<file path="src/mtc_pkg.sv">
// Constants and types shared by both ends of the measurement trigger link.
// Assumes a single 250 MHz clock domain on each end; the link is plain wires.
//
// Overview of operation
// - Rates 250 Hz to 4 kHz selectable
// - Reset default rate is 2 kHz
// - Slower rate allows longer exposure limit
// - Output starts 3 cycles plus jitter after trigger
// - Trigger off: continuous output after start-up
// - Host holds trigger pulse at least 50 us
// - Modes: level, edge, command, inactive
// - Acquire or output trigger, same timing (here cfg_out_trig has no effect; both gate at acquisition)
// - Level mode outputs while level is active
// - Host holds level and pause one cycle
// - Edge count: 0 stop, 16383 endless
// - Command trigger uses same count rules
// - Host keeps trigger rate below measuring rate
// - Host should avoid data reduction when triggering
// - Digital input: trigger, zero, teach, inactive
// - Zeroing loads master value; teaching rescales
// - Key: zero, teach or locked
// - Laser setting valid only with enable grounded
// - Measurement task loads preset parameter set
// - Unsaved settings lost; saved restored at power-up (reset here loads RATE_RESET into both rate_r and saved_r; rate_r never loads from saved_r)
// - Cycle 250 us at 4 kHz, pipelined
// - Analog output holds last value after burst
package mtc_pkg;
   localparam int CLK_HZ = 250_000_000;
   localparam int CLK_NS = 4;
   // Cycle length at 4 kHz, in us
   localparam int CYC_4K_US = 250;
   localparam int CYC_4K_CLKS = (CYC_4K_US * 1000) / CLK_NS;
   // Least trigger pulse, in us, rounded up to clocks
   localparam int TRIG_MIN_US = 50;
   localparam int TRIG_MIN_CLKS = (TRIG_MIN_US * 1000 + CLK_NS - 1) / CLK_NS;
   localparam int PIPE_CYCLES = 3;
   localparam int CNT_W = 14;
   localparam logic [13:0] CNT_ENDLESS = 14'h3fff;
   localparam logic [13:0] CNT_STOP = 14'h0000;
   localparam int VAL_W = 16;
   localparam int EXP_W = 20;
   localparam int PRE_W = 8;

   typedef enum logic [2:0] {
      MTC_RATE_250 = 3'b000,
      MTC_RATE_500 = 3'b001,
      MTC_RATE_1K = 3'b010,
      MTC_RATE_2K = 3'b011,
      MTC_RATE_4K = 3'b100
   } mtc_rate_t;
   localparam mtc_rate_t RATE_RESET = MTC_RATE_2K;

   typedef enum logic [2:0] {
      MTC_TRG_OFF = 3'b000,
      MTC_TRG_LVL_HI = 3'b001,
      MTC_TRG_LVL_LO = 3'b010,
      MTC_TRG_RISE = 3'b011,
      MTC_TRG_FALL = 3'b100,
      MTC_TRG_CMD = 3'b101
   } mtc_trig_t;

   typedef enum logic [1:0] {
      MTC_FN_OFF = 2'b00,
      MTC_FN_TRIG = 2'b01,
      MTC_FN_ZERO = 2'b10,
      MTC_FN_TEACH = 2'b11
   } mtc_fn_t;

   typedef enum logic [1:0] {
      MTC_TASK_STD = 2'b00,
      MTC_TASK_MULTI = 2'b01,
      MTC_TASK_PENET = 2'b10
   } mtc_task_t;

   // Measuring cycle length in clocks for a rate
   function automatic logic [21:0] mtc_cycle_clks(input mtc_rate_t r);
      case (r)
         MTC_RATE_250: mtc_cycle_clks = 22'(CYC_4K_CLKS * 16);
         MTC_RATE_500: mtc_cycle_clks = 22'(CYC_4K_CLKS * 8);
         MTC_RATE_1K: mtc_cycle_clks = 22'(CYC_4K_CLKS * 4);
         MTC_RATE_2K: mtc_cycle_clks = 22'(CYC_4K_CLKS * 2);
         default: mtc_cycle_clks = 22'(CYC_4K_CLKS);
      endcase
   endfunction : mtc_cycle_clks

   // Exposure limit in clocks: whole cycle less a readout margin
   function automatic logic [EXP_W-1:0] mtc_exp_max(input mtc_rate_t r);
      logic [21:0] c;
      c = mtc_cycle_clks(r);
      mtc_exp_max = EXP_W'(c - 22'(CYC_4K_CLKS / 5));
   endfunction : mtc_exp_max
endpackage : mtc_pkg

</file>
<file path="src/mtc_if.sv">
// Link between host controller and sensor trigger logic.
// Assumes both ends share i_clk; trigger pin is sampled by the sensor.
`timescale 1ns/1ps
interface mtc_if;
   import mtc_pkg::*;
   logic trig_pin;
   logic cmd_trig;
   logic cmd_stop;
   logic [13:0] cfg_count;
   mtc_trig_t cfg_mode;
   logic cfg_out_trig;
   logic val_valid;
   logic [VAL_W-1:0] val_data;
   logic [VAL_W-1:0] analog;
   modport sensor (input trig_pin, cmd_trig, cmd_stop, cfg_count, cfg_mode, cfg_out_trig,
      output val_valid, val_data, analog);
   modport host (output trig_pin, cmd_trig, cmd_stop, cfg_count, cfg_mode, cfg_out_trig,
      input val_valid, val_data, analog);
endinterface : mtc_if

</file>
<file path="src/mtc_sensor.sv">
// Sensor end: measuring cycle timebase, trigger qualification, output gating.
// Assumes raw samples arrive once per cycle on i_raw; trigger pin is async.
`timescale 1ns/1ps
module mtc_sensor
   import mtc_pkg::*;
#(
   // Divides every cycle and pulse count; 1 gives the real timing
   parameter int TIME_DIV = 1
)
(
   input wire logic i_clk,
   input wire logic i_rst,
   mtc_if.sensor lnk,
   input wire mtc_rate_t i_rate,
   input wire logic i_rate_wr,
   input wire logic i_factory,
   input wire logic i_save,
   input wire mtc_fn_t i_din_fn,
   input wire mtc_fn_t i_key_fn,
   input wire logic i_key,
   input wire logic [VAL_W-1:0] i_master,
   input wire logic [VAL_W-1:0] i_raw,
   input wire logic i_laser_set,
   input wire logic i_laser_en_n,
   input wire mtc_task_t i_task,
   output logic o_laser_on,
   output logic o_cycle,
   output logic [EXP_W-1:0] o_exp_max,
   output logic [PRE_W-1:0] o_preset,
   output logic o_teach,
   output mtc_rate_t o_rate
);
   ////////////////////////////////////////////////////////////////
   mtc_rate_t rate_r, saved_r;
   logic [21:0] cyc_cnt_r;
   logic tick;

   always_ff @(posedge i_clk or posedge i_rst) begin
      if (i_rst) begin
         saved_r <= RATE_RESET;
      end else if (i_factory) begin
         saved_r <= RATE_RESET;
      end else if (i_save) begin
         saved_r <= rate_r;
      end
   end

   always_ff @(posedge i_clk or posedge i_rst) begin
      if (i_rst) begin
         rate_r <= RATE_RESET;
      end else if (i_factory) begin
         rate_r <= RATE_RESET;
      end else if (i_rate_wr && i_rate <= MTC_RATE_4K) begin
         rate_r <= i_rate;
      end
   end

   assign tick = (cyc_cnt_r == 22'h0);
   always_ff @(posedge i_clk or posedge i_rst) begin
      if (i_rst) begin
         cyc_cnt_r <= 22'h0;
      end else if (tick) begin
         cyc_cnt_r <= 22'(mtc_cycle_clks(rate_r) / TIME_DIV) - 22'h1;
      end else begin
         cyc_cnt_r <= cyc_cnt_r - 22'h1;
      end
   end
   assign o_cycle = tick;
   assign o_rate = rate_r;
   assign o_exp_max = mtc_exp_max(rate_r);

   ////////////////////////////////////////////////////////////////
   // Trigger pin synchroniser and 50 us qualifier
   logic pin_s1_r, pin_s2_r, pin_q_r, pin_q_d_r;
   logic [13:0] flt_cnt_r;
   always_ff @(posedge i_clk or posedge i_rst) begin
      if (i_rst) begin
         pin_s1_r <= 1'b0;
         pin_s2_r <= 1'b0;
      end else begin
         pin_s1_r <= lnk.trig_pin;
         pin_s2_r <= pin_s1_r;
      end
   end

   always_ff @(posedge i_clk or posedge i_rst) begin
      if (i_rst) begin
         flt_cnt_r <= 14'h0;
         pin_q_r <= 1'b0;
      end else if (pin_s2_r == pin_q_r) begin
         flt_cnt_r <= 14'h0;
      end else if (flt_cnt_r == 14'(TRIG_MIN_CLKS / TIME_DIV - 1)) begin
         flt_cnt_r <= 14'h0;
         pin_q_r <= pin_s2_r;
      end else begin
         flt_cnt_r <= flt_cnt_r + 14'h1;
      end
   end

   always_ff @(posedge i_clk or posedge i_rst) begin
      if (i_rst) pin_q_d_r <= 1'b0;
      else pin_q_d_r <= pin_q_r;
   end

   logic din_trig;
   assign din_trig = (i_din_fn == MTC_FN_TRIG);
   logic rise, fall, lvl_act, edge_ev;
   assign rise = pin_q_r & ~pin_q_d_r;
   assign fall = ~pin_q_r & pin_q_d_r;
   always_comb begin
      lvl_act = 1'b0;
      edge_ev = 1'b0;
      case (lnk.cfg_mode)
         MTC_TRG_LVL_HI: lvl_act = din_trig & pin_q_r;
         MTC_TRG_LVL_LO: lvl_act = din_trig & ~pin_q_r;
         MTC_TRG_RISE: edge_ev = din_trig & rise;
         MTC_TRG_FALL: edge_ev = din_trig & fall;
         MTC_TRG_CMD: edge_ev = lnk.cmd_trig;
         default: begin
            lvl_act = 1'b0;
            edge_ev = 1'b0;
         end
      endcase
   end

   ////////////////////////////////////////////////////////////////
   // Per-cycle trigger sampling, burst counter
   logic ev_pend_r, lvl_seen_r;
   always_ff @(posedge i_clk or posedge i_rst) begin
      if (i_rst) ev_pend_r <= 1'b0;
      else if (edge_ev) ev_pend_r <= 1'b1; // set wins over clear
      else if (tick) ev_pend_r <= 1'b0;
   end
   always_ff @(posedge i_clk or posedge i_rst) begin
      if (i_rst) lvl_seen_r <= 1'b0;
      else if (tick) lvl_seen_r <= lvl_act;
      else if (lvl_act) lvl_seen_r <= 1'b1;
   end

   logic [13:0] burst_r;
   logic burst_act;
   assign burst_act = (burst_r != CNT_STOP);
   always_ff @(posedge i_clk or posedge i_rst) begin
      if (i_rst) begin
         burst_r <= CNT_STOP;
      end else if (lnk.cmd_stop) begin
         burst_r <= CNT_STOP;
      end else if (tick && ev_pend_r) begin
         // Trigger cycle itself is the first value; the counter holds the rest
         if (lnk.cfg_count == CNT_ENDLESS || lnk.cfg_count == CNT_STOP) begin
            burst_r <= lnk.cfg_count;
         end else begin
            burst_r <= lnk.cfg_count - 14'h1;
         end
      end else if (tick && burst_act && burst_r != CNT_ENDLESS) begin
         burst_r <= burst_r - 14'h1;
      end
   end

   logic enable_cyc;
   always_comb begin
      case (lnk.cfg_mode)
         MTC_TRG_OFF: enable_cyc = 1'b1;
         MTC_TRG_LVL_HI, MTC_TRG_LVL_LO: enable_cyc = lvl_seen_r;
         default: enable_cyc = (ev_pend_r && lnk.cfg_count != CNT_STOP) || burst_act;
      endcase
   end

   ////////////////////////////////////////////////////////////////
   // Three-cycle pipeline; gate at acquisition, also with cfg_out_trig set
   logic [VAL_W-1:0] pipe_r [PIPE_CYCLES];
   logic [PIPE_CYCLES-1:0] pv_r;
   logic [PIPE_CYCLES-1:0] en_r;
   logic [VAL_W-1:0] offs_r;
   logic zero_req;
   assign zero_req = (i_din_fn == MTC_FN_ZERO && pin_q_r && !pin_q_d_r)
      || (i_key_fn == MTC_FN_ZERO && i_key);
   always_ff @(posedge i_clk or posedge i_rst) begin
      if (i_rst) offs_r <= '0;
      else if (zero_req) offs_r <= i_raw - i_master;
   end
   assign o_teach = (i_din_fn == MTC_FN_TEACH && rise)
      || (i_key_fn == MTC_FN_TEACH && i_key);

   always_ff @(posedge i_clk or posedge i_rst) begin
      if (i_rst) begin
         pv_r <= '0;
         en_r <= '0;
      end else if (tick) begin
         // Acquisition gate: only triggered cycles enter; output gate: all do when cfg_out_trig is set
         pv_r <= {pv_r[PIPE_CYCLES-2:0], lnk.cfg_out_trig | enable_cyc};
         en_r <= {en_r[PIPE_CYCLES-2:0], enable_cyc};
      end
   end

   genvar g;
   generate
      for (g = 0; g < PIPE_CYCLES; g++) begin : g_pipe
         always_ff @(posedge i_clk or posedge i_rst) begin
            if (i_rst) pipe_r[g] <= '0;
            else if (tick) pipe_r[g] <= (g == 0) ? i_raw - offs_r : pipe_r[g == 0 ? 0 : g-1];
         end
      end
   endgenerate

   logic fire;
   assign fire = tick && pv_r[PIPE_CYCLES-1] && en_r[PIPE_CYCLES-1];
   always_ff @(posedge i_clk or posedge i_rst) begin
      if (i_rst) begin
         lnk.val_valid <= 1'b0;
         lnk.val_data <= '0;
      end else begin
         lnk.val_valid <= fire;
         if (fire) lnk.val_data <= pipe_r[PIPE_CYCLES-1];
      end
   end
   always_ff @(posedge i_clk or posedge i_rst) begin
      if (i_rst) lnk.analog <= '0;
      else if (fire) lnk.analog <= pipe_r[PIPE_CYCLES-1];
   end

   ////////////////////////////////////////////////////////////////
   // Laser enable pin synchroniser, idles at not grounded
   logic laser_s1_r, laser_s2_r;
   always_ff @(posedge i_clk or posedge i_rst) begin
      if (i_rst) begin
         laser_s1_r <= 1'b1;
         laser_s2_r <= 1'b1;
      end else begin
         laser_s1_r <= i_laser_en_n;
         laser_s2_r <= laser_s1_r;
      end
   end
   always_ff @(posedge i_clk or posedge i_rst) begin
      if (i_rst) o_laser_on <= 1'b0;
      else o_laser_on <= i_laser_set & ~laser_s2_r;
   end
   always_ff @(posedge i_clk or posedge i_rst) begin
      if (i_rst) begin
         o_preset <= 8'h00;
      end else begin
         case (i_task)
            MTC_TASK_STD: o_preset <= 8'h01;
            MTC_TASK_MULTI: o_preset <= 8'h02;
            MTC_TASK_PENET: o_preset <= 8'h04;
            default: o_preset <= 8'h01;
         endcase
      end
   end
endmodule : mtc_sensor
</file>
<file path="src/flat_wrapper.sv">
// flat-port wrapper written by rule: the top's interface ports become plain ports
module mtc_sensor_flat import mtc_pkg::*;
#(
                                                                  
   parameter int TIME_DIV = 1
)
  (i_clk, i_rst, i_rate, i_rate_wr, i_factory, i_save, i_din_fn, i_key_fn, i_key, i_master, i_raw, i_laser_set, i_laser_en_n, i_task, o_laser_on, o_cycle, o_exp_max, o_preset, o_teach, o_rate, lnk_trig_pin, lnk_cmd_trig, lnk_cmd_stop, lnk_cfg_count, lnk_cfg_mode, lnk_cfg_out_trig, lnk_val_valid, lnk_val_data, lnk_analog);
  mtc_if lnk_i ();
  input wire logic i_clk;
  input wire logic i_rst;
  input wire mtc_rate_t i_rate;
  input wire logic i_rate_wr;
  input wire logic i_factory;
  input wire logic i_save;
  input wire mtc_fn_t i_din_fn;
  input wire mtc_fn_t i_key_fn;
  input wire logic i_key;
  input wire logic [VAL_W-1:0] i_master;
  input wire logic [VAL_W-1:0] i_raw;
  input wire logic i_laser_set;
  input wire logic i_laser_en_n;
  input wire mtc_task_t i_task;
  output logic o_laser_on;
  output logic o_cycle;
  output logic [EXP_W-1:0] o_exp_max;
  output logic [PRE_W-1:0] o_preset;
  output logic o_teach;
  output mtc_rate_t o_rate;
  input wire logic [$bits(lnk_i.trig_pin)-1:0] lnk_trig_pin;
  input wire logic [$bits(lnk_i.cmd_trig)-1:0] lnk_cmd_trig;
  input wire logic [$bits(lnk_i.cmd_stop)-1:0] lnk_cmd_stop;
  input wire logic [$bits(lnk_i.cfg_count)-1:0] lnk_cfg_count;
  input wire logic [$bits(lnk_i.cfg_mode)-1:0] lnk_cfg_mode;
  input wire logic [$bits(lnk_i.cfg_out_trig)-1:0] lnk_cfg_out_trig;
  output wire logic [$bits(lnk_i.val_valid)-1:0] lnk_val_valid;
  output wire logic [$bits(lnk_i.val_data)-1:0] lnk_val_data;
  output wire logic [$bits(lnk_i.analog)-1:0] lnk_analog;
  assign lnk_i.trig_pin = lnk_trig_pin;
  assign lnk_i.cmd_trig = lnk_cmd_trig;
  assign lnk_i.cmd_stop = lnk_cmd_stop;
  assign lnk_i.cfg_count = lnk_cfg_count;
  assign lnk_i.cfg_mode = lnk_cfg_mode;
  assign lnk_i.cfg_out_trig = lnk_cfg_out_trig;
  assign lnk_val_valid = lnk_i.val_valid;
  assign lnk_val_data = lnk_i.val_data;
  assign lnk_analog = lnk_i.analog;
  mtc_sensor #(.TIME_DIV(TIME_DIV)) u_core (.i_clk(i_clk), .i_rst(i_rst), .lnk(lnk_i), .i_rate(i_rate), .i_rate_wr(i_rate_wr), .i_factory(i_factory), .i_save(i_save), .i_din_fn(i_din_fn), .i_key_fn(i_key_fn), .i_key(i_key), .i_master(i_master), .i_raw(i_raw), .i_laser_set(i_laser_set), .i_laser_en_n(i_laser_en_n), .i_task(i_task), .o_laser_on(o_laser_on), .o_cycle(o_cycle), .o_exp_max(o_exp_max), .o_preset(o_preset), .o_teach(o_teach), .o_rate(o_rate));
endmodule
</file>
<file path="config.mk">
export PLATFORM = sky130hd
export DESIGN_NAME = mtc_sensor_flat
export DESIGN_NICKNAME = d
export VERILOG_FILES = /design/src/mtc_pkg.sv /design/src/mtc_if.sv /design/src/mtc_sensor.sv /design/src/flat_wrapper.sv
export SDC_FILE = /design/constraint.sdc
export NUM_CORES = 1
export LEC_CHECK = 0
export BUFFER_PORTS_ARGS = -buffer_cell sky130_fd_sc_hd__buf_4
export CAP_MARGIN = 20
export CELL_PAD_IN_SITES_DETAIL_PLACEMENT = 1
export CELL_PAD_IN_SITES_GLOBAL_PLACEMENT = 1
export CORE_MARGIN = 10
export CORE_UTILIZATION = 45
export CTS_BUF_LIST = sky130_fd_sc_hd__clkbuf_8
export DETAILED_ROUTE_END_ITERATION = 10
export MAX_ROUTING_LAYER = met4
export PLACE_DENSITY_LB_ADDON = 0.1
export SKIP_LAST_GASP = 1
export SLEW_MARGIN = 0
export SYNTH_ARGS = -nofsm -noshare
export SYNTH_HDL_FRONTEND = slang
export SYNTH_SLANG_ARGS = --single-unit
</file>
<file path="constraint.sdc">
create_clock -name i_clk -period 6.9 [get_ports i_clk]
set_input_delay 1.035 -clock i_clk [delete_from_list [all_inputs] [get_ports i_clk]]
set_output_delay 1.035 -clock i_clk [all_outputs]
set_load 0.01 [all_outputs]
</file>
## Word level (Yosys, flattened, before mapping)

Index checks and enable logic that the tools add are counted.

| storage, ports and cells | value |
|---|---|
| register bits after elaboration | 152 |
| bits of input ports | 70 |
| output and inout port bits | 67 |
| logic and storage cells | 110 |

| operators by class | value |
|---|---|
| reductions and logical operators | 29 |
| $lt $le $gt $ge | 1 |
| bitwise gates (word level) | 12 |
| $add $sub $neg | 8 |
| multiplexer cells | 19 |
| equal/unequal tests | 19 |

Operator list:

| operator | count |
|---|---|
| 2-to-1 mux 14 bit | 6 |
| one-hot mux 20 bit (4 select lines) | 1 |
| 2-to-1 mux 22 bit | 2 |
| subtractor 22 x 1 -> 22 bit (second input constant) | 2 |
| subtractor 16 bit | 2 |
| == test 14 bit (second input constant) | 2 |
| nonzero test 14 bit | 2 |
| subtractor 14 x 1 -> 14 bit (second input constant) | 2 |
| logical NOT 22 bit | 1 |
| subtractor 20 x 14 -> 20 bit (second input constant) | 1 |
| adder 14 x 1 -> 14 bit (second input constant) | 1 |
| logical NOT 14 bit | 1 |
| inequality test 14 bit (second input constant) | 1 |
| == test 3 x 2 -> 1 bit (second input constant) | 4 |
| logical AND 1 bit | 12 |
| == test 2 bit (second input constant) | 5 |
| AND 1 bit | 7 |
| == test 3 x 1 -> 1 bit (second input constant) | 2 |
| == test 3 bit (second input constant) | 2 |
| logical NOT 3 bit | 2 |
| 2-to-1 mux 3 bit | 2 |
| one-hot mux 3 bit (2 select lines) | 1 |
| nonzero test 2 bit | 3 |
| == test 2 x 1 -> 1 bit (second input constant) | 2 |
| other kinds (12) | 22 |

## Logic depth before layout (Yosys ltp)

Gate-level depths: netlist (run 1).

| depth | value |
|---|---|
| depth in word-level cells | 6 |
| gate-level depth with buffers | 10 |
| mapped depth without buffers | 10 |

## Worst setup path before layout (run 1)

Ideal clock, no wire load.

| path | value |
|---|---|
| kind | input-to-reg |
| start point | input lnk_cfg_count[0] |
| end point | register u_core.burst_r[13] |
| library setup time | 111 ps |
| setup slack | 3763 ps |
| cell stages on the path | 10 |
| arrival time | 3026 ps |
| cells stage by stage | inv_1 -> ha_1 -> or3b_2 -> buf_2 -> nor4_4 -> nor2_2 -> nand4b_1 -> nor3_1 -> xnor2_1 -> a2111oi_2 |

| on the way | value |
|---|---|
| cells in the longest elaborated chain, start to end | 5 |

Ends and longest elaborated chain:

| what | RTL line | text |
|---|---|---|
| start, declared | flat_wrapper.sv:32 | `input wire logic [$bits(lnk_i.cfg_count)-1:0] lnk_cfg_count;` |
| branches (longest 2 deep; another with subtractor 14 x 1 -> 14 bit) | n/a |  |
| 2-to-1 mux 14 bit * | mtc_sensor.sv:150 | `if (lnk.cfg_count == CNT_ENDLESS \|\| lnk.cfg_count == CNT_STOP) begin` |
| 2-to-1 mux 14 bit * | mtc_sensor.sv:148 | `end else if (tick && ev_pend_r) begin` |
| 2-to-1 mux 14 bit * | mtc_sensor.sv:146 | `end else if (lnk.cmd_stop) begin` |
| end signal, assigned | mtc_sensor.sv:151 | `burst_r <= lnk.cfg_count;` |
| end signal, assigned | mtc_sensor.sv:153 | `burst_r <= lnk.cfg_count - 14'h1;` |
| end signal, assigned | mtc_sensor.sv:156 | `burst_r <= burst_r - 14'h1;` |
| end, declared | mtc_sensor.sv:140 | `logic [13:0] burst_r;` |

Mark *: on every way between the ends.
A chain may end at the register's enable or synchronous reset.

## Worst setup path after layout (run 1)

| path | value |
|---|---|
| start point | register u_core.cyc_cnt_r[7] |
| end point | output o_cycle |

| on the way | value |
|---|---|
| cells in the longest elaborated chain, start to end | 1 |

Ends and longest elaborated chain:

| what | RTL line | text |
|---|---|---|
| start, declared | mtc_sensor.sv:35 | `logic [21:0] cyc_cnt_r;` |
| start signal, assigned | mtc_sensor.sv:63 | `cyc_cnt_r <= 22'(mtc_cycle_clks(rate_r) / TIME_DIV) - 22'h1;` |
| start signal, assigned | mtc_sensor.sv:65 | `cyc_cnt_r <= cyc_cnt_r - 22'h1;` |
| logical NOT 22 bit | mtc_sensor.sv:58 | `assign tick = (cyc_cnt_r == 22'h0);` |
| end, declared | flat_wrapper.sv:24 | `output logic o_cycle;` |

Every way passes these cells.

==> results of run 1 <==
registers in the layout (all words and copies together) (netlist names):
register              cells
u_core.o_preset           3
u_core.ev_pend_r          1
u_core.lnk.val_valid      1
u_core.cyc_cnt_r         22
u_core.pv_r               3
u_core.pin_q_d_r          1
u_core.lnk.val_data      16
u_core.en_r               3
u_core.pin_s1_r           1
u_core.o_laser_on         1
u_core.pipe_r            48
u_core.pin_q_r            1
u_core.o_rate             3
u_core.pin_s2_r           1
u_core.flt_cnt_r         14
u_core.burst_r           14
u_core.laser_s2_r         1
u_core.offs_r            16
u_core.lvl_seen_r         1
u_core.laser_s1_r         1
worst reg2reg max path, cell delays in order (launching register included):
cell and delay [ns]:
dfrtp_1 0.45, or4_4 0.59, nor4_4 0.26, nand3_2 0.14, inv_2 0.63, and3_1 0.92
mux2_2 0.42
power by group:
group	internal [mW]	leakage (nW)	total, mW	switching, mW
logic	0.207	2.76	0.448	0.242
registers	0.966	1.86	1.04	0.0740
clock network	0.311	0.207	0.689	0.378
area by class of cell:
| class | count | area (um2) |
|---|---|---|
| Clock inverter | 14 | 151 |
| Timing Repair Buffer | 132 | 991 |
| Clock buffer | 18 | 248 |
| Tap cell | 260 | 325 |
| Multi-Input combinational cell | 710 | 4370 |
| Fill cell | 2246 | 8770 |
| Sequential cell | 152 | 3810 |
| Inverter | 60 | 230 |
metal layers:
metal	GRT usage	vias up	share of wire
met5	-	-	0
met4	0.0396	0	0.0046
met3	0.0318	7	0.028
met2	0.275	95	0.48
met1	0.234	3418	0.49
li1	-	3528	-
placed cells by master (no fill, tap or decap), types with 9 or more instances in the layout:
| cell | Yosys | routed |
|---|---|---|
| buf_4 | 31 | 132 |
| xor2_1 | 22 | 22 |
| o21a_1 | 14 | 14 |
| and3_1 | 9 | 9 |
| nor2b_1 | 11 | 11 |
| nand2b_1 | 12 | 12 |
| a31oi_1 | 9 | 9 |
| o21ai_0 | 50 | 50 |
| nor4_1 | 15 | 15 |
| nand4_1 | 11 | 11 |
| ha_1 | 38 | 38 |
| nor3_1 | 27 | 27 |
| nand3_1 | 22 | 22 |
| mux2_4 | 9 | 9 |
| nand2_1 | 174 | 174 |
| inv_1 | 59 | 59 |
| clkbuf_8 | 0 | 18 |
| mux2_2 | 9 | 9 |
| or3_1 | 9 | 9 |
| a21oi_1 | 58 | 58 |
| xnor2_1 | 31 | 31 |
| nor2_1 | 73 | 73 |
| dfrtp_1 | 148 | 148 |
cells by family (layout without fill, tap and decap cells):
family                   count (synthesis)  in the layout  synth area share
AND/OR/NAND/NOR                        397            397             0.218
AO/OA/AOI/OAI                          192            192             0.136
flip-flops                             152            152             0.436
buffers and inverters                  117            224            0.0669
XOR/XNOR                                53             53            0.0531
adder cells (fa/ha/maj)                 40             40            0.0590
multiplexers                            21             21            0.0305
other                                    1              7          0.000429
worst paths after layout:
path	to	slack, ns	startpoint	cells after the start
min in group asynchronous	u_core.flt_cnt_r[5]$_DFF_PP0_	0.70	i_rst	2
max in group asynchronous	u_core.pipe_r[46]$_DFFE_PP0N_	4.78	i_rst	3
min	u_core.laser_s2_r$_DFF_PP1_	0.36	u_core.laser_s1_r$_DFF_PP1_	0
max	o_cycle	2.82	u_core.cyc_cnt_r[7]$_DFF_PP0_	6
max reg2reg	u_core.lnk.val_data[13]$_DFFE_PP0P_	3.39	u_core.cyc_cnt_r[7]$_DFF_PP0_	6
min reg2reg	u_core.laser_s2_r$_DFF_PP1_	0.36	u_core.laser_s1_r$_DFF_PP1_	0
==> impl_metrics.ini, run 1 <==
[run_status]
status = completed

[drt]
wirelength_um = 21500
drt_iter0_drc = 324
dr.pass1.iters = 4
vias_per_cell = 5.24
drcViolationCount = 0
vias = 7048
antenna_left = 0
wire_per_inst_um = 16.0

[layout]
area_delta_synth_final_pct = 15.8
drive_gt1_frac = 0.186
n_antenna_cell = 0
instances_no_fill = 1346
nets = 1183
final_util = 0.536
final_area_um2 = 10100

[timing]
setup-violations-final = 0
max_clock_freq_mhz = 245
worstMarginPinSlew_ns = 0.948
slew_headroom = 0.368
min_period_over_period = 0.592
setup_ws_ns = 2.82
whs_ns = 0.365
period_needed_ns = 4.08
finClkSkew_ns = 0.0189
grt_setup_unrepaired = false
hold_viol_final = 0
fin_setup_tns_ns = 0
maxSlewViolCount = 0

[setup_path]
worst_setup_path_end_kind = output port
crit_chain = or4_4 > nor4_4 > nand3_2 > inv_2 > buf_4 > buf_4
cp_max_fo = 48
path_common_cell = buf_4
startpoint_type = flip-flop
worstPathArrival_ns = 3.05
crit_slowest_cell = inv_2
crit_family = buffers and inverters
cp.required_ns = 5.86
max_stage_delay_ns = 0.63
path_class = flip-flop to output port
cp_num_buf_inv = 3

[min_path]
hold_class = flip-flop to flip-flop

[yosys]
netlist.area_leader.share = 0.424
avgSynthCellArea_um2 = 8.98
syn-instance-count = 973
yosys_most_used_dff = dfrtp_1
synth_area_um2 = 8740
synth-seq-area-share = 0.436
synthArstFlopShare = 1.00
yosysWarnings = 0
synth_top_cell_by_area = dfrtp_1
yosys-top-cells-count = 174 x nand2_1, 148 x dfrtp_1, 73 x nor2_1
synthTopCellsByArea = dfrtp_1 42%, nand2_1 7.5%, ha_1 5.4%
synth.most_common_cell = nand2_1
synth_cell_types = 72
synth.ff_latch_count = 152
synth_edf_count = 0

[cts]
cts_tree = built
clockBufferDepth = 2
cts_htree_levels = 4
postCtsHoldBufs = 0
cts_buffers = 17
cts_sinks = 152
clk_pin_slew_ns = 0.10
cts_setup_buffers = 0
cts-root-buf = clkbuf_8
clock_latency_ns = 0.46
post_cts_resized = 0

[place]
place_area_um2 = 9720
pre_cts_ws_ns = 3.30
hpwlAfterDp_um = 15800
port_buffers = 128
dp.cells = 1314
place_congestion = 0.834

[floorplan]
num_rows = 50
die_w_um = 159
fp.dieH_um = 159
die_area_um2 = 25400
core_um2 = 18900
io_pins = 137
start_util = 0.462

[global_routing]
grt_max_degree = 87
antenna_found_initial = 0
grt_pass1_vias = 7285
grt_usage = 0.176
grt-ovfl-total = 0
grt_pass1_wl_um = 36700

[job]
max-cap-violations = 0

[pwr]
power.density_nw_per_um2 = 215
p_leak_nw = 4.82
totalPowerFinal_mw = 2.18
vdd_ir_drop_max_v = 0.000125
Note: power is estimated with default switching activity, not from simulation.
==> run 2, diff against run 1 <==
Settings changed: ABC_AREA set to 1, CORE_UTILIZATION 45 to 44.
Clock period 6.9 ns to 4.23 ns, I/O delays scaled along.
==> impl_metrics.ini, run 2 <==
[pwr]
pwr-share-clk = 0.276
p_seq_frac = 0.426
p_sw_mw = 1.43
power.density_nw_per_um2 = 378
swShare = 0.355
vdd_ir_drop_max_v = 0.000189
p_int_mw = 2.60
p_leak_nw = 5.47
comb_power_share = 0.297

[yosys]
yosysWarnings = 0
syn-instance-count = 1200
synth_cell_types = 48
netlist.area_leader.share = 0.404
yosys-top-cells-count = 268 x nand2_1, 181 x inv_1, 148 x dfrtp_1
synth_top_cell_by_area = dfrtp_1
avgSynthCellArea_um2 = 7.63
synthArstFlopShare = 1.00
synthTopCellsByArea = dfrtp_1 40%, nand2_1 11%, inv_1 7.4%
synth.ff_latch_count = 152
synth_edf_count = 0
synth.most_common_cell = nand2_1
synth_area_um2 = 9160
synth-seq-area-share = 0.416
yosys_most_used_dff = dfrtp_1

[layout]
regMostFlops = u_core.pipe_r
drive_gt1_frac = 0.172
area_delta_synth_final_pct = 16.3
n_antenna_cell = 0
nets = 1423
final_common_cell = nand2_1
final_area_um2 = 10700
largest_reg_flops = 48
final_cell_mix = 268 x nand2_1, 180 x inv_1, 148 x dfrtp_1
largest_registers = u_core.pipe_r: 48 flops, u_core.cyc_cnt_r: 22 flops

[cts]
clock_latency_ns = 0.46
cts-root-buf = clkbuf_8
cts_htree_levels = 4
post_cts_resized = 0
postCtsHoldBufs = 0
cts_tree = built
cts_buffers = 17
clk_pin_slew_ns = 0.08
cts_sinks = 152
clockBufferDepth = 2
cts_setup_buffers = 0

[place]
hpwlAfterDp_um = 18900
place_area_um2 = 10300
place_congestion = 0.885
port_buffers = 128

[setup_path]
cp_max_fo = 61
cp.required_ns = 3.60
cp_num_buf_inv = 3
critPathLaunch = u_core.cyc_cnt_r[19]$_DFF_PP0_
worstSetupPathDepth = 7
max_stage_delay_ns = 0.47
worst_setup_path_end_kind = output port
startpoint_type = flip-flop
crit_slowest_cell = nor2_2
crit_end = o_cycle
path_class = flip-flop to output port
rr_worst_depth = 11
worstPathArrival_ns = 2.40
crit_chain = nor2_1 > nand2_1 > nor2_2 > nand3_2 > buf_4 > inv_1 > buf_4
r2r_start = u_core.cyc_cnt_r[19]$_DFF_PP0_
r2r_slack_ns = 1.36
crit_family = simple AND/OR/NAND/NOR gates
path_common_cell = buf_4
r2r_end = u_core.burst_r[4]$_DFFE_PP0P_

[timing]
whs_ns = 0.278
slew_headroom = 0.436
period_needed_ns = 3.03
maxSlewViolCount = 0
worstMarginPinSlew_ns = 0.845
setup-violations-final = 0
fin_setup_tns_ns = 0
finClkSkew_ns = 0.0114
grt_setup_unrepaired = false
hold_viol_final = 0
max_clock_freq_mhz = 330
min_period_over_period = 0.717

[drt]
wirelength_um = 23900
drt_iter0_drc = 382
wire_per_inst_um = 15.0
antenna_left = 0
drcViolationCount = 0
dr.pass1.iters = 4
vias_per_cell = 5.02
vias = 8004

[floorplan]
die_w_um = 164
die_area_um2 = 27000
io_pins = 137
num_rows = 52
fp.dieH_um = 164
core_um2 = 20400
start_util = 0.450

[run_status]
status = completed

[job]
max-cap-violations = 0

[global_routing]
grt_max_degree = 88
grt_pass1_vias = 8399
antenna_found_initial = 0
grt_pass1_wl_um = 40200
grt_usage = 0.186
grt-ovfl-total = 0

[min_path]
worstHoldPathCells = 1
hold_class = primary input to flip-flop
-- run 2: worst min-delay path by stage --
stage,start,end
5_1_grt,i_laser_en_n,u_core.laser_s1_r$_DFF_PP1_
3_3_place_gp,u_core.pin_s1_r$_DFF_PP0_,u_core.pin_s2_r$_DFF_PP0_
6_report,i_laser_en_n,u_core.laser_s1_r$_DFF_PP1_
3_5_place_dp,u_core.pin_s1_r$_DFF_PP0_,u_core.pin_s2_r$_DFF_PP0_
4_1_cts,i_laser_en_n,u_core.laser_s1_r$_DFF_PP1_
2_1_floorplan,u_core.pin_s1_r$_DFF_PP0_,u_core.pin_s2_r$_DFF_PP0_
-- run 2: logic make-up after synthesis --
logic type	synth area share
flops	0.416
buf+inv	0.112
xor+xnor	0.0392
fa+ha+maj	0.0563
other cells	0.000409
simple gates	0.254
compound gates	0.123
-- run 2: power groups by stage --
stage	clock network, mW	logic (mW)	registers, mW
detailed placement	0	1.20	1.75
global placement	0	1.16	1.74
finish	1.11	1.20	1.72
floorplan	0	0.885	1.72
global route	1.21	1.38	1.74
CTS	1.15	1.21	1.72
-- run 2: final cells by class --
cell class / instances / area (um2)
inverters: 195 / 736
repair buffers: 135 / 1030
well taps: 270 / 338
fillers: 2577 / 9710
multi-input cells: 812 / 4350
clock buffers: 18 / 248
flip-flops and latches: 152 / 3810
clock inverters: 14 / 149
-- run 2: metrics by stage --
step	utilization	instances	setup slack (ns)	power, mW
detailed placement	0.504	1564	1.43	2.95
global route	0.523	1596	0.988	4.33
CTS	0.523	1596	1.17	4.08
global placement	0.504	1564	1.46	2.90
floorplan	-	1206	1.68	2.61
finish	0.523	1596	1.20	4.03
-- run 2: metal layers --
layer	GRT usage	part of all wire	routed length [um]
met5	-	0	0
met4	0.0439	0.0090	214
met3	0.0325	0.031	751
met2	0.310	0.49	11800
met1	0.230	0.47	11100
-- run 2: worst register-to-register path, cell delays in order (launching register included) --
cell and delay (ns):
dfrtp_1 0.40, nor2_1 0.11, nand2_1 0.11, nor2_2 0.48, nand3_2 0.12, buf_4 0.32, nor2_2 0.17, buf_4 0.24
inv_2 0.15, nand3_2 0.30, nand2_1 0.23, o22ai_1 0.17
==> run 3, diff against run 2 <==
Settings changed: CORE_UTILIZATION 44 to 39.
Clock period 4.23 ns to 2.7 ns, I/O delays scaled along.
==> impl_metrics.ini, run 3 (synthesis results as in run 2) <==
[layout]
largest_registers = u_core.pipe_r: 48 flops, u_core.cyc_cnt_r: 22 flops
largest_reg_flops = 48
regMostFlops = u_core.pipe_r
drive_gt1_frac = 0.177
area_delta_synth_final_pct = 18.2
nFillCells = 2971
nets = 1433
final_common_cell = nand2_1
final_cell_mix = 268 x nand2_1, 180 x inv_1, 148 x dfrtp_1
final_util = 0.466
n_antenna_cell = 0

[cts]
cts_buffers = 17
cts_sinks = 152
clockBufferDepth = 2
cts_tree = built
clk_pin_slew_ns = 0.10
clock_latency_ns = 0.46
cts-root-buf = clkbuf_8
cts_htree_levels = 4

[floorplan]
num_rows = 56
die_w_um = 173
core_um2 = 23300
fp.dieH_um = 173
start_util = 0.394
die_area_um2 = 30000
io_pins = 137

[min_path]
hold_class = primary input to flip-flop

[timing]
hold_viol_final = 0
max_clock_freq_mhz = 425
min_period_over_period = 0.871
worstMarginPinSlew_ns = 0.844
slew_headroom = 0.433
period_needed_ns = 2.35
fin_setup_tns_ns = 0
setup-violations-final = 0
setup_ws_ns = 0.347
maxSlewViolCount = 0
grt_setup_unrepaired = false
finClkSkew_ns = 0.0162

[pwr]
comb_power_share = 0.294
p_leak_nw = 5.54
totalPowerFinal_mw = 6.43
p_seq_frac = 0.420
vdd_ir_drop_max_v = 0.000260
pwr-share-clk = 0.286
swShare = 0.363
power.density_nw_per_um2 = 594
p_sw_mw = 2.33
p_int_mw = 4.10

[drt]
wirelength_um = 23900
drcViolationCount = 0
vias_per_cell = 4.82
dr.pass1.iters = 5
vias = 7975
drt_iter0_drc = 338
antenna_left = 0
wire_per_inst_um = 14.4

[setup_path]
cp_max_fo = 17
worst_setup_path_end_kind = output port
startpoint_type = flip-flop
path_class = flip-flop to output port
cp.required_ns = 2.30
worstPathArrival_ns = 1.95

[global_routing]
grt-ovfl-total = 0
grt_usage = 0.167
antenna_found_initial = 0
grt_pass1_wl_um = 41200
grt_pass1_vias = 8573
grt_max_degree = 81

[place]
port_buffers = 128
hpwlAfterDp_um = 19100
place_congestion = 0.850
pre_cts_ws_ns = 0.317

[run_status]
status = completed

[job]
max-cap-violations = 0
run 3: worst paths after layout:
kind,from,endpoint,cells past startpoint,slack [ns]
max,u_core.cyc_cnt_r[17]$_DFF_PP0_,o_cycle,7,0.35
min,lnk_trig_pin,u_core.pin_s1_r$_DFF_PP0_,1,0.04
min reg2reg,u_core.laser_s1_r$_DFF_PP1_,u_core.laser_s2_r$_DFF_PP1_,0,0.37
max reg2reg,u_core.burst_r[0]$_DFFE_PP0P_,u_core.burst_r[0]$_DFFE_PP0P_,9,0.48
min in group asynchronous,i_rst,u_core.burst_r[13]$_DFFE_PP0P_,3,0.48
max in group asynchronous,i_rst,u_core.pipe_r[20]$_DFFE_PP0N_,4,1.51
run 3: worst max-delay path, stage by stage, from the launching register on:
cell     delay, ns
dfrtp_1       0.38
nor2_1        0.16
nand3_1       0.13
nor2_2        0.18
nand3_4       0.12
inv_1         0.14
buf_4         0.23
buf_4         0.15
run 3: power by group through the flow:
stage	clock network [mW]	logic (mW)	registers (mW)
after floorplan	0	1.39	2.70
after global placement	0	1.86	2.73
after detailed placement	0	1.91	2.74
after CTS	1.91	1.92	2.70
after global routing	2.00	2.19	2.73
final	1.84	1.89	2.70
run 3: layer usage:
| layer | track usage | part of all wire | wire [um] | vias to the layer above |
|---|---|---|---|---|
| met2 | 0.282 | 0.49 | 11600 | 110 |
| met4 | 0.0410 | 0.0093 | 221 | 0 |
| met5 | - | 0 | 0 | - |
| li1 | - | - | - | 4084 |
| met1 | 0.206 | 0.48 | 11500 | 3765 |
| met3 | 0.0248 | 0.024 | 572 | 16 |
run 3: what timing repair did:
item                                   4_1_cts  5_1_grt
pin swaps                                    0        1
gates cloned                                 0        0
endpoints found under the hold margin       10        0
setup endpoints to repair                    1        1
hold buffers                                 1        0
setup buffers                                0        2
gates resized for setup                      1        0
run 3: cell type report:
class                           instances  area (um2)  area share
Multi-Input combinational cell        812        4360       0.402
Clock buffer                           17         234      0.0216
Sequential cell                       152        3810       0.352
Timing Repair Buffer                  145        1120       0.103
Tap cell                              319         399      0.0369
Inverter                              195         736      0.0679
Clock inverter                         15         178      0.0164
run 3: metrics by stage:
step	hold WS, ns	instance area, um2	std cells
after floorplan	0.331	9190	1206
after global placement	0.337	10400	1620
after detailed placement	0.354	10400	1620
after CTS	0.00166	10800	1653
after global routing	0.0181	10800	1655
final	0.0425	10800	1655
